[config.mk]
export PLATFORM = sky130hd
export DESIGN_NAME = dpst_top
export DESIGN_NICKNAME = d
export VERILOG_FILES = /design/src/dpst_pkg.sv /design/src/dpst_top.sv
export VERILOG_INCLUDE_DIRS = /design/src
export SDC_FILE = /design/constraint.sdc
export NUM_CORES = 1
export LEC_CHECK = 0
export ABC_AREA = 0
export BUFFER_PORTS_ARGS = -buffer_cell sky130_fd_sc_hd__buf_2
export CAP_MARGIN = 30
export CORE_MARGIN = 4
export CORE_UTILIZATION = 46
export DETAILED_ROUTE_END_ITERATION = 10
export GPL_TIMING_DRIVEN = 0
export SYNTH_ARGS = -nofsm -noshare
export SYNTH_HDL_FRONTEND = slang
export SYNTH_SLANG_ARGS = --single-unit
[constraint.sdc]
create_clock -name aclk -period 22.5 [get_ports aclk]
set_input_delay 1.125 -clock aclk [delete_from_list [all_inputs] [get_ports aclk]]
set_output_delay 1.125 -clock aclk [all_outputs]
set_load 0.02 [all_outputs]
[src/dpst_cfg.svh]
`ifndef DPST_CFG_SVH
`define DPST_CFG_SVH

// Register byte offsets
`define DPST_OFF_ACTION    8'h00
`define DPST_OFF_SETPOINT  8'h04
`define DPST_OFF_UPPER     8'h08
`define DPST_OFF_LOWER     8'h0C
`define DPST_OFF_INTYPE    8'h10
`define DPST_OFF_ACCEL2    8'h14
`define DPST_OFF_DECEL2    8'h18
`define DPST_OFF_NETTERM   8'h1C
`define DPST_OFF_STATUS    8'h20
`define DPST_OFF_MEAS      8'h24
`define DPST_OFF_SPEED     8'h28
`define DPST_OFF_INFUNC    8'h40
`define DPST_OFF_OUTFUNC   8'h60

// Reset values
`define DPST_RST_ACTION    8'h00
`define DPST_RST_PCT       16'h270F
`define DPST_RST_INTYPE    2'h0
`define DPST_RST_RAMP      16'h0000
`define DPST_RST_FUNC      8'hFF

// Codes and limits
`define DPST_NO_FUNC       16'h270F
`define DPST_HALF_PCT      16'h01F4
`define DPST_FULL_PCT      16'h03E8
`define DPST_ACT_MIN       8'h28
`define DPST_ACT_MAX       8'h2B
`define DPST_CODE_X_SEL    8'h0E
`define DPST_CODE_UPPER    8'h0F
`define DPST_CODE_LOWER    8'h0E
`define DPST_CODE_FWD      8'h10
`define DPST_CODE_PID      8'h2F
`define DPST_CODE_NEG      8'h64

// Measured input scaling, ADC full scale is 20 mA / 10 V
`define DPST_RAW_4MA       12'h333
`define DPST_K_CUR         17'h04E25
`define DPST_K_V5          17'h07D00
`define DPST_K_V10         17'h03E84

// Control update period
`define DPST_UPDATE_US     1000
`define DPST_CLK_MHZ       100

// Status bit positions
`define DPST_ST_ACTIVE     0
`define DPST_ST_UPPER      1
`define DPST_ST_LOWER      2
`define DPST_ST_FWD        3
`define DPST_ST_XASSIGN    4

`endif

[src/dpst_pkg.sv]
package dpst_pkg;

  typedef enum logic [1:0]
  {
    DPST_IN_CUR_4_20 = 2'h0,
    DPST_IN_V_0_5    = 2'h1,
    DPST_IN_V_0_10   = 2'h2
  } dpst_in_type_t;

  // Percent in 0.1 % steps, 9999 means unused
  typedef logic [15:0] dpst_pct_t;

endpackage : dpst_pkg

[src/dpst_top.sv]
// Implementation choices: the AXI4-Lite register port and the register offsets.
`include "dpst_cfg.svh"

module dpst_top #(
  parameter int N_IN         = 7,
  parameter int N_OUT        = 3,
  parameter int UPDATE_CYCLES = `DPST_UPDATE_US * `DPST_CLK_MHZ
) (
  // Clock and reset
  input  wire logic        aclk,
  input  wire logic        aresetn,
  // AXI4-Lite write
  input  wire logic [7:0]  s_axi_awaddr,
  input  wire logic        s_axi_awvalid,
  output logic             s_axi_awready,
  input  wire logic [31:0] s_axi_wdata,
  input  wire logic [3:0]  s_axi_wstrb,
  input  wire logic        s_axi_wvalid,
  output logic             s_axi_wready,
  output logic [1:0]       s_axi_bresp,
  output logic             s_axi_bvalid,
  input  wire logic        s_axi_bready,
  // AXI4-Lite read
  input  wire logic [7:0]  s_axi_araddr,
  input  wire logic        s_axi_arvalid,
  output logic             s_axi_arready,
  output logic [31:0]      s_axi_rdata,
  output logic [1:0]       s_axi_rresp,
  output logic             s_axi_rvalid,
  input  wire logic        s_axi_rready,
  // Drive side
  input  wire logic [N_IN-1:0] term_in,
  input  wire logic [11:0] meas_raw,
  input  wire logic [15:0] main_speed_cmd,
  input  wire logic [15:0] pid_correction,
  input  wire logic        rot_forward,
  // Results
  output logic [15:0]      speed_cmd_out,
  output logic [15:0]      setpoint_pct,
  output logic [15:0]      meas_pct,
  output logic [N_OUT-1:0] out_term
);

  // ----------------------------------------------------------------
  // Settings
  // ----------------------------------------------------------------
  logic [7:0]  action_r;
  logic [15:0] setpoint_r;
  logic [15:0] upper_r;
  logic [15:0] lower_r;
  dpst_pkg::dpst_in_type_t intype_r;
  logic [15:0] accel2_r;
  logic [15:0] decel2_r;
  logic [N_IN-1:0] netterm_r;
  logic [7:0]  infunc_r  [N_IN];
  logic [7:0]  outfunc_r [N_OUT];

  // ----------------------------------------------------------------
  // Bus write channel
  // ----------------------------------------------------------------
  logic        aw_hold_r;
  logic        w_hold_r;
  logic [7:0]  awaddr_r;
  logic [31:0] wdata_r;
  logic [3:0]  wstrb_r;
  logic        do_write;
  logic        wr_ok;
  logic [31:0] wmask;

  assign s_axi_awready = !aw_hold_r && !s_axi_bvalid;
  assign s_axi_wready  = !w_hold_r && !s_axi_bvalid;
  assign do_write      = aw_hold_r && w_hold_r && !s_axi_bvalid;
  assign wmask = {{8{wstrb_r[3]}}, {8{wstrb_r[2]}}, {8{wstrb_r[1]}}, {8{wstrb_r[0]}}};

  function automatic logic [31:0] merge(input logic [31:0] old, input logic [31:0] m,
                                        input logic [31:0] d);
    merge = (old & ~m) | (d & m);
  endfunction : merge

  always_ff @(posedge aclk)
  begin
    if (!aresetn)
    begin
      aw_hold_r <= 1'b0;
      w_hold_r  <= 1'b0;
      awaddr_r  <= 8'h00;
      wdata_r   <= 32'h0000_0000;
      wstrb_r   <= 4'h0;
    end
    else
    begin
      if (s_axi_awvalid && s_axi_awready)
      begin
        aw_hold_r <= 1'b1;
        awaddr_r  <= s_axi_awaddr;
      end
      else if (do_write)
        aw_hold_r <= 1'b0;
      if (s_axi_wvalid && s_axi_wready)
      begin
        w_hold_r <= 1'b1;
        wdata_r  <= s_axi_wdata;
        wstrb_r  <= s_axi_wstrb;
      end
      else if (do_write)
        w_hold_r <= 1'b0;
    end
  end

  always_comb
  begin
    wr_ok = 1'b0;
    if (awaddr_r[1:0] == 2'h0)
    begin
      unique case (awaddr_r)
        `DPST_OFF_ACTION, `DPST_OFF_SETPOINT, `DPST_OFF_UPPER, `DPST_OFF_LOWER,
        `DPST_OFF_INTYPE, `DPST_OFF_ACCEL2, `DPST_OFF_DECEL2, `DPST_OFF_NETTERM:
          wr_ok = 1'b1;
        default:
          wr_ok = (awaddr_r >= `DPST_OFF_INFUNC && awaddr_r < `DPST_OFF_INFUNC + 8'(4 * N_IN))
               || (awaddr_r >= `DPST_OFF_OUTFUNC
                   && awaddr_r < `DPST_OFF_OUTFUNC + 8'(4 * N_OUT));
      endcase
    end
  end

  always_ff @(posedge aclk)
  begin
    if (!aresetn)
    begin
      s_axi_bvalid <= 1'b0;
      s_axi_bresp  <= 2'h0;
    end
    else if (do_write)
    begin
      s_axi_bvalid <= 1'b1;
      s_axi_bresp  <= wr_ok ? 2'h0 : 2'h2;
    end
    else if (s_axi_bready)
      s_axi_bvalid <= 1'b0;
  end

  always_ff @(posedge aclk)
  begin
    if (!aresetn)
    begin
      action_r   <= `DPST_RST_ACTION;
      setpoint_r <= `DPST_RST_PCT;
      upper_r    <= `DPST_RST_PCT;
      lower_r    <= `DPST_RST_PCT;
      intype_r   <= dpst_pkg::dpst_in_type_t'(`DPST_RST_INTYPE);
      accel2_r   <= `DPST_RST_RAMP;
      decel2_r   <= `DPST_RST_RAMP;
      netterm_r  <= '0;
      for (int i = 0; i < N_IN; i++)
        infunc_r[i] <= `DPST_RST_FUNC;
      for (int i = 0; i < N_OUT; i++)
        outfunc_r[i] <= `DPST_RST_FUNC;
    end
    else if (do_write && wr_ok)
    begin
      unique case (awaddr_r)
        `DPST_OFF_ACTION:   action_r   <= 8'(merge({24'h0, action_r}, wmask, wdata_r));
        `DPST_OFF_SETPOINT: setpoint_r <= 16'(merge({16'h0, setpoint_r}, wmask, wdata_r));
        `DPST_OFF_UPPER:    upper_r    <= 16'(merge({16'h0, upper_r}, wmask, wdata_r));
        `DPST_OFF_LOWER:    lower_r    <= 16'(merge({16'h0, lower_r}, wmask, wdata_r));
        `DPST_OFF_INTYPE:
          intype_r <= dpst_pkg::dpst_in_type_t'(2'(merge({30'h0, intype_r}, wmask, wdata_r)));
        `DPST_OFF_ACCEL2:   accel2_r   <= 16'(merge({16'h0, accel2_r}, wmask, wdata_r));
        `DPST_OFF_DECEL2:   decel2_r   <= 16'(merge({16'h0, decel2_r}, wmask, wdata_r));
        `DPST_OFF_NETTERM:  netterm_r  <= N_IN'(merge(32'(netterm_r), wmask, wdata_r));
        default:
        begin
          for (int i = 0; i < N_IN; i++)
            if (awaddr_r == `DPST_OFF_INFUNC + 8'(4 * i))
              infunc_r[i] <= 8'(merge({24'h0, infunc_r[i]}, wmask, wdata_r));
          for (int i = 0; i < N_OUT; i++)
            if (awaddr_r == `DPST_OFF_OUTFUNC + 8'(4 * i))
              outfunc_r[i] <= 8'(merge({24'h0, outfunc_r[i]}, wmask, wdata_r));
        end
      endcase
    end
  end

  // ----------------------------------------------------------------
  // Control update tick
  // ----------------------------------------------------------------
  logic [31:0] tick_cnt_r;
  logic        tick;

  assign tick = (tick_cnt_r == 32'(UPDATE_CYCLES - 1));

  always_ff @(posedge aclk)
  begin
    if (!aresetn)
      tick_cnt_r <= 32'h0000_0000;
    else
      tick_cnt_r <= tick ? 32'h0000_0000 : tick_cnt_r + 32'h0000_0001;
  end

  // ----------------------------------------------------------------
  // Enable, scaling and limit flags
  // ----------------------------------------------------------------
  logic [N_IN-1:0] x_sel_map;
  logic [N_IN-1:0] term_eff;
  logic        x_assigned;
  logic        active_nxt;
  logic [28:0] prod;
  logic [15:0] meas_nxt;
  logic        active_r;
  logic        upper_flag_r;
  logic        lower_flag_r;

  always_comb
  begin
    for (int i = 0; i < N_IN; i++)
      x_sel_map[i] = (infunc_r[i] == `DPST_CODE_X_SEL);
  end

  assign term_eff   = term_in | netterm_r;
  assign x_assigned = |x_sel_map;
  assign active_nxt = (action_r >= `DPST_ACT_MIN) && (action_r <= `DPST_ACT_MAX)
                   && (!x_assigned || |(x_sel_map & term_eff));

  always_comb
  begin
    unique case (intype_r)
      dpst_pkg::DPST_IN_CUR_4_20:
        prod = (meas_raw > `DPST_RAW_4MA)
             ? 29'(meas_raw - `DPST_RAW_4MA) * 29'(`DPST_K_CUR) : 29'h0;
      dpst_pkg::DPST_IN_V_0_5:
        prod = 29'(meas_raw) * 29'(`DPST_K_V5);
      dpst_pkg::DPST_IN_V_0_10:
        prod = 29'(meas_raw) * 29'(`DPST_K_V10);
      default:
        prod = 29'h0;
    endcase
    meas_nxt = (prod[28:16] > 13'(`DPST_FULL_PCT)) ? `DPST_FULL_PCT : {3'h0, prod[28:16]};
  end

  always_ff @(posedge aclk)
  begin
    if (!aresetn)
    begin
      active_r     <= 1'b0;
      meas_pct     <= 16'h0000;
      upper_flag_r <= 1'b0;
      lower_flag_r <= 1'b0;
    end
    else if (tick)
    begin
      active_r     <= active_nxt;
      meas_pct     <= meas_nxt;
      upper_flag_r <= active_nxt && upper_r != `DPST_NO_FUNC && meas_nxt > upper_r;
      lower_flag_r <= active_nxt && lower_r != `DPST_NO_FUNC && meas_nxt < lower_r;
    end
  end

  // Setpoint presented to the PID arithmetic
  always_ff @(posedge aclk)
  begin
    if (!aresetn)
      setpoint_pct <= `DPST_HALF_PCT;
    else if (setpoint_r == `DPST_NO_FUNC)
      setpoint_pct <= `DPST_HALF_PCT;
    else
      setpoint_pct <= (setpoint_r > `DPST_FULL_PCT) ? `DPST_FULL_PCT : setpoint_r;
  end

  // ----------------------------------------------------------------
  // Main speed ramp and overlay
  // ----------------------------------------------------------------
  logic [15:0] ramp_r;
  logic [15:0] step_cnt_r;
  logic [15:0] interval;
  logic [16:0] sum;

  assign interval = (main_speed_cmd > ramp_r) ? accel2_r : decel2_r;

  always_ff @(posedge aclk)
  begin
    if (!aresetn)
    begin
      ramp_r     <= 16'h0000;
      step_cnt_r <= 16'h0000;
    end
    else if (!active_r)
    begin
      ramp_r     <= main_speed_cmd;
      step_cnt_r <= 16'h0000;
    end
    else if (tick && ramp_r != main_speed_cmd)
    begin
      if (step_cnt_r >= interval)
      begin
        step_cnt_r <= 16'h0000;
        ramp_r     <= (main_speed_cmd > ramp_r) ? ramp_r + 16'h0001 : ramp_r - 16'h0001;
      end
      else
        step_cnt_r <= step_cnt_r + 16'h0001;
    end
  end

  // Correction is a signed offset added to the ramped speed
  assign sum = 17'(ramp_r) + 17'(signed'(pid_correction));

  always_ff @(posedge aclk)
  begin
    if (!aresetn)
      speed_cmd_out <= 16'h0000;
    else if (!active_r)
      speed_cmd_out <= main_speed_cmd;
    else if (pid_correction[15] && sum[16])
      speed_cmd_out <= 16'h0000;
    else if (!pid_correction[15] && sum[16])
      speed_cmd_out <= 16'hFFFF;
    else
      speed_cmd_out <= sum[15:0];
  end

  // ----------------------------------------------------------------
  // Output terminals
  // ----------------------------------------------------------------
  logic [7:0] base_code [N_OUT];
  logic [N_OUT-1:0] neg;
  logic [N_OUT-1:0] level;

  always_comb
  begin
    for (int i = 0; i < N_OUT; i++)
    begin
      neg[i]       = outfunc_r[i] >= `DPST_CODE_NEG;
      base_code[i] = neg[i] ? outfunc_r[i] - `DPST_CODE_NEG : outfunc_r[i];
      unique case (base_code[i])
        `DPST_CODE_UPPER: level[i] = upper_flag_r;
        `DPST_CODE_LOWER: level[i] = lower_flag_r;
        `DPST_CODE_FWD:   level[i] = rot_forward;
        `DPST_CODE_PID:   level[i] = active_r;
        default:          level[i] = 1'b0;
      endcase
    end
  end

  always_ff @(posedge aclk)
  begin
    if (!aresetn)
      out_term <= '0;
    else
      out_term <= level ^ neg;
  end

  // ----------------------------------------------------------------
  // Bus read channel
  // ----------------------------------------------------------------
  logic [31:0] rd_val;
  logic        rd_ok;

  always_comb
  begin
    rd_val = 32'h0000_0000;
    rd_ok  = 1'b1;
    unique case (s_axi_araddr)
      `DPST_OFF_ACTION:   rd_val = {24'h0, action_r};
      `DPST_OFF_SETPOINT: rd_val = {16'h0, setpoint_r};
      `DPST_OFF_UPPER:    rd_val = {16'h0, upper_r};
      `DPST_OFF_LOWER:    rd_val = {16'h0, lower_r};
      `DPST_OFF_INTYPE:   rd_val = {30'h0, intype_r};
      `DPST_OFF_ACCEL2:   rd_val = {16'h0, accel2_r};
      `DPST_OFF_DECEL2:   rd_val = {16'h0, decel2_r};
      `DPST_OFF_NETTERM:  rd_val = 32'(netterm_r);
      `DPST_OFF_STATUS:
      begin
        rd_val[`DPST_ST_ACTIVE]  = active_r;
        rd_val[`DPST_ST_UPPER]   = upper_flag_r;
        rd_val[`DPST_ST_LOWER]   = lower_flag_r;
        rd_val[`DPST_ST_FWD]     = rot_forward;
        rd_val[`DPST_ST_XASSIGN] = x_assigned;
      end
      `DPST_OFF_MEAS:     rd_val = {16'h0, meas_pct};
      `DPST_OFF_SPEED:    rd_val = {16'h0, speed_cmd_out};
      default:
      begin
        rd_ok = 1'b0;
        for (int i = 0; i < N_IN; i++)
          if (s_axi_araddr == `DPST_OFF_INFUNC + 8'(4 * i))
          begin
            rd_val = {24'h0, infunc_r[i]};
            rd_ok  = 1'b1;
          end
        for (int i = 0; i < N_OUT; i++)
          if (s_axi_araddr == `DPST_OFF_OUTFUNC + 8'(4 * i))
          begin
            rd_val = {24'h0, outfunc_r[i]};
            rd_ok  = 1'b1;
          end
      end
    endcase
  end

  assign s_axi_arready = !s_axi_rvalid;

  always_ff @(posedge aclk)
  begin
    if (!aresetn)
    begin
      s_axi_rvalid <= 1'b0;
      s_axi_rdata  <= 32'h0000_0000;
      s_axi_rresp  <= 2'h0;
    end
    else if (s_axi_arvalid && s_axi_arready)
    begin
      s_axi_rvalid <= 1'b1;
      s_axi_rdata  <= rd_ok ? rd_val : 32'h0000_0000;
      s_axi_rresp  <= rd_ok ? 2'h0 : 2'h2;
    end
    else if (s_axi_rready)
      s_axi_rvalid <= 1'b0;
  end

endmodule : dpst_top

Word level (Yosys, flattened, before mapping)
Memory sizes are Yosys's and may differ from the RTL's.
Cells that the tools add are included.
{ "totals": {"reg_bits": 281, "mem_bits_rw": 80, "inputBits": 111, "output_inout_bits": 92, "elab_cells": 344, "memories": 2} }
{ "memory_table": {"columns": ["name", "words", "width", "rd", "rd_clocked_by_memory_dff", "write_ports", "line_no", "text"], "rows": [
  ["infunc_r", 7, 8, 7, 0, 7, "dpst_top.sv:55", "logic [7:0] infunc_r [N_IN];"],
  ["outfunc_r", 3, 8, 3, 0, 3, "dpst_top.sv:56", "logic [7:0] outfunc_r [N_OUT];"]
]} }
{ "op_classes": {"add_sub_neg": 9, "mul": 3, "n_lt_le_gt_ge": 16, "n_eq_ne": 65, "mux": 115, "bitwise": 52, "reduce_logical": 53} }
{ "op_table": {"columns": ["operator", "count"], "rows": [
  ["$mux W32", 10],
  ["$pmux W27 S10", 1],
  ["$eq A8 B7 Y1 const B", 20],
  ["$mux W16", 9],
  ["$eq A8 B4 Y1 const B", 17],
  ["$mux W8", 14],
  ["$and A16 B16 Y16", 6],
  ["$and A8 B8 Y8", 11],
  ["$eq A8 B5 Y1 const B", 11],
  ["$or A8 B8 Y8", 11],
  ["$pmux W29 S3", 1],
  ["$or A16 B16 Y16", 5],
  ["$mux W1", 71],
  ["$pmux W5 S11", 1],
  ["$eq A8 B6 Y1 const B", 6],
  ["$ge A8 B7 Y1 const B", 5],
  ["$add A16 B1 Y16 const B", 2],
  ["$add A32 B1 Y32 const B", 1],
  ["$eq A32 B17 Y1 const B", 1],
  ["$ne A16 B14 Y1 const B", 2],
  ["$mul A13 B16 Y29 const B", 1],
  ["$mux W29", 1],
  ["$mul A12 B12 Y24 const B", 1],
  ["$sub A8 B7 Y8 const B", 3],
  ["44 further kinds", 102]
]} }

Depth between registers and ports, before layout
{ "depth": {"word_depth": 13, "depth_mapped": 39, "ltp_nobuf": 38} }

Least setup slack after synthesis
Ideal clock, no wire load.
{ "synth_timing": {"path_type": "input port to flip-flop", "start": "input port meas_raw[3]", "end": "register lower_flag_r", "setup_ns": 0.122, "arrival_ns": 9.089, "t_required_ns": 22.378, "path_slack_ns": 13.289, "path_stages": 37, "path_buffers": 1, "path_cell_list": "inv_1 -> ha_1 -> a21oi_1 -> a21oi_1 -> or2_2 -> xnor2_1 -> inv_1 -> fa_1 -> inv_1 -> ha_1 -> fa_1 -> fa_1 -> inv_1 -> fa_1 -> inv_1 -> ha_1 -> ha_1 -> a21oi_1 -> o21ai_0 -> a311oi_1 -> o221ai_2 -> o21ai_2 -> nor4b_2 -> a311oi_1 -> a21oi_1 -> clkbuf_1 -> nand2_1 -> ha_1 -> a21oi_1 -> nor2b_1 -> o21ai_0 -> nand2b_1 -> a211oi_1 -> a2111oi_0 -> nor4_1 -> nor2b_1 -> a311o_1"} }
{ "synth_via": {"elab_chain_len": 8, "word_cells_on_any_way": 11, "cone_classes": "1 x add/sub; 3 x mul; 3 x order compare; 3 x mux; 1 x reduce/logical"} }
{ "synth_rtl": {"columns": ["item", "line_no", "text"], "rows": [
  ["start: declaration", "dpst_top.sv:33", "input wire logic [11:0] meas_raw,"],
  ["$sub A12 B10 Y13 (no source line)", null, null],
  ["$mul A13 B16 Y29", "dpst_top.sv:230", "? 29'(meas_raw - `DPST_RAW_4MA) * 29'(`DPST_K_CUR) : 29'h0;"],
  ["$mux W29", "dpst_top.sv:229", "prod = (meas_raw > `DPST_RAW_4MA)"],
  ["$pmux W29 S3 *", "dpst_top.sv:227", "unique case (intype_r)"],
  ["$gt A13 B10 Y1", "dpst_top.sv:238", "meas_nxt = (prod[28:16] > 13'(`DPST_FULL_PCT)) ? `DPST_FULL_PCT : {3'h0, prod[28:16]};"],
  ["$mux W13 *", "dpst_top.sv:238", null],
  ["via meas_nxt[9]", "dpst_top.sv:209", "logic [15:0] meas_nxt;"],
  ["$lt A13 B16 Y1 *", "dpst_top.sv:255", "lower_flag_r <= active_nxt && lower_r != `DPST_NO_FUNC && meas_nxt < lower_r;"],
  ["$logic_and A1 B1 Y1 *", "dpst_top.sv:255", null],
  ["end signal: assignment", "dpst_top.sv:255", null],
  ["end: declaration", "dpst_top.sv:212", "logic lower_flag_r;"]
]} }
The timed path passes the listed nets; every way through them passes the cells marked *.
A chain may end at the register's enable or synchronous reset.

Worst setup path after layout
Ends and elaborated chain as after synthesis.

==> impl_results.md <==
* Slowest-stage cell, CP: a2111oi_0
* Final net count at 3752
* Pwr/cell area at 99.6 nW/um^2
* Routing usage on met1 at 0.382
* Period minus WS final at 10280 ps
* Cells after Synth at 2974
* Slew Viols, Final at 0
* Clk buf depth at 3
* Critical Path RT at 22970 ps
* Area Growth Syn to Fin at 13.6%
* Initial core utilization at 0.466
* Mapped Area at 25700 sq um
* Core area at 55200 sq um
* Die area at 59700 sq um
* Global Route Usage Sum at 0.282
* Starting DRT DRC Count at 2187
* CTS sink count at 340
* Vias in the first global route at 22.5k
* Hold_buf cts at 0
* VDD IR max at 0.0850 mV
* Max_cap viols at 0
* Worst relative slew slack at 0.292
* Synth Flop Type: dfxtp_1
* FF+latch count, synth at 340
* TritonCTS clock tree: done
* Worst setup EP type: flip-flop
* FMAX at 0.0973 GHz
* Reg clk slew, reported paths at 60 ps
* Initial antenna violation count at 3
* Syn avg cell area at 8.64 sq um
* Post-DP HPWL at 67900 microns
* WS Path Type: primary input to flip-flop
* Status: finished clean
* # IOs at 203
* End of the worst register-to-register path: ramp_r[14]
* GR Util met2 at 0.455
* DRC viols at 0
* Post-synth ARST share at 0
* GPL Wtd Cong at 0.980
* Post-Route WL at 86500 microns
* Setup Viol. Count Final at 0
* Reg2reg path depth at 23
* Global-route wire length before repair at 132000 microns
* Sequential-to-total area share from yosys stat at 0.296
* Fill cells at 5165
* First-pass iteration count of the detailed router at 6
* P_leak at 0.0127 uW
* Synth cell types at 87
* WL per Instance at 21.5 microns
* Placed cell areas at 27700 sq um
* ANT nets after route at 0
* Hold Path End: tick_cnt_r[0]
* GR peak layer: met2
* DIE WIDTH at 244 microns
* Remaining Overflow, GRT at 0
* Final hold violations at 0
* Post-synth EDFFs at 80
* Multi-input logic area at 16700 sq um
* Post-CTS sizing at 0
* Worst Skew at 31.4 ps
* Setup crit start kind: primary input
* Mux share of post-synthesis cell area at 0.0161
* Die height at 244 microns
* Simple-gate portion of the synthesized area at 0.194
* Synth Warn # at 0
* Port buffer count at 163
* Routed vias at 23.2k
* Largest net degree at the start of global routing at 16
* Met3 Usage GRT at 0.0413
* Final setup TNS at 0 ps
* Reg area at 7610 sq um
* Vias per inst at 5.79
* Layout cells sized above 1 at 0.0970
* CTS Buf Count at 41
* Register-to-register setup slack at 15990 ps
* Main combinational cell family by area after synthesis: adder cells
* # rows at 86
* CTS Root Cell: clkbuf_16
* Cell total after placement at 3939
* H-Tree Depth at 2
* Worst R2R Start: ramp_r[1]
* RSZ-0062 raised after global routing: no
* Final std cells w/o fill at 4015
* Area share of fa/ha/maj cells after synthesis at 0.229
* Critical Path Fanout Max at 10
* WHS Path Cells at 1
* CP max stage delay at 620 ps
* Post-Synth XOR/XNOR Area at 0.0382
* Hold WC Path Type: flip-flop to flip-flop
* Min-delay src: tick_cnt_r[0]
* Actual slew at the worst max-slew pin at 1040 ps
* Post-CTS setup repair buffer count at 0
* Number of diodes at 0
* Crit path DAT at 10750 ps
* Tcrit/Tclk final at 0.457
* Compound-Gate Fraction of Synth Area at 0.166
* Fin area at 29200 sq um
* Clock Latency Late Sink at 590 ps
layout make-up:
| cell class | count | area share |
|---|---|---|
| clock inverter | 22 | 0.0102 |
| clock buffer | 54 | 0.0400 |
| sequential | 340 | 0.261 |
| tap | 748 | 0.0321 |
| timing repair buffer | 185 | 0.0331 |
| multi-input combinational | 2275 | 0.571 |
| inverter | 277 | 0.0356 |
| buffer | 114 | 0.0177 |
critical path: cells and delay by family:
| kind | cells | cell delay [ps] |
|---|---|---|
| buffers and inverters | 8 | 1110 |
| adders and majority gates | 9 | 3510 |
| and+or+nand+nor | 7 | 1280 |
| xor gates and xnor gates | 1 | 440 |
| AOI/OAI and AO/OA | 14 | 3260 |
worst max-delay path by stage:
stage	startpoint	endpoint	slack [ps]	cells past startpoint
6_report	meas_raw[3]	lower_flag_r	12220	39
5_1_grt	meas_raw[0]	lower_flag_r	11490	37
4_1_cts	meas_raw[3]	lower_flag_r	12360	39
3_5_place_dp	meas_raw[0]	lower_flag_r	11830	37
3_3_place_gp	meas_raw[3]	lower_flag_r	11440	38
2_1_floorplan	meas_raw[3]	lower_flag_r	13290	37
layer usage:
metal	vias to the layer above	wire length, microns
met5	-	0
met4	0	3910
met3	200	6780
met2	1018	39100
met1	11100	36600
li1	10900	-
where the power goes:
part	switching (uW)	internal (uW)	total (uW)
Sequential	12.4	634	647
Clock	289	437	726
Combinational	906	629	1540
Total	1210	1700	2910
logic make-up (layout without fill, tap and decap cells):
| group | count (synthesis) | in the layout |
|---|---|---|
| muxes | 41 | 41 |
| buffers and inverters | 391 | 652 |
| AOI/OAI and AO/OA | 635 | 635 |
| DFF | 340 | 340 |
| other | 1 | 33 |
| and+or+nand+nor | 1046 | 1046 |
| adders and majority gates | 408 | 408 |
| xor gates and xnor gates | 112 | 112 |
cells in the mapped netlist, drive strengths merged (5+ instances only):
library cell / number / share of area
xor2: 60 / 0.020
a221o: 5 / 0.0019
nor2: 189 / 0.028
buf: 33 / 0.0083
a21boi: 108 / 0.032
nand3: 138 / 0.027
a22o: 14 / 0.0048
a21o: 24 / 0.0070
or4: 5 / 0.0015
a211oi: 16 / 0.0047
nor4: 29 / 0.0075
nor3: 44 / 0.0086
a32oi: 7 / 0.0024
fa: 105 / 0.082
inv: 277 / 0.040
o31ai: 8 / 0.0025
nand2: 380 / 0.055
a22oi: 13 / 0.0038
o21ai: 151 / 0.030
a221oi: 37 / 0.013
mux2i: 39 / 0.015
o22ai: 7 / 0.0019
xnor2: 52 / 0.018
o211ai: 22 / 0.0064
o21a: 12 / 0.0035
edfxtp: 80 / 0.093
nand2b: 80 / 0.019
nand4: 44 / 0.011
nor2b: 37 / 0.0090
clkbuf: 81 / 0.012
a222oi: 14 / 0.0055
and3: 25 / 0.0063
or2: 12 / 0.0029
dfxtp: 260 / 0.20
a21oi: 117 / 0.023
or3: 22 / 0.0055
a31oi: 33 / 0.0080
ha: 302 / 0.15
o21bai: 5 / 0.0015
and2: 21 / 0.0051
stage by stage:
step	hold WS, ps	worst slack, ps	total power, uW	utilization
floorplan	426	13290	1790	-
global placement	446	11440	2140	0.500
detailed placement	448	11830	2180	0.502
CTS	461	12360	2910	0.529
global route	496	11490	3160	0.529
finish	460	12220	2910	0.529
cells in the final DEF, fill, tap and decap left out, drive strengths merged, types with 105 or more instances in the layout:
master | netlist | final
a21boi | 108 | 108
a21oi | 117 | 117
buf | 33 | 217
clkbuf | 81 | 135
dfxtp | 260 | 260
fa | 105 | 105
ha | 302 | 302
inv | 277 | 279
nand2 | 380 | 380
nand3 | 138 | 138
nor2 | 189 | 189
o21ai | 151 | 151
No activity file was read; power rests on OpenSTA's default activity.
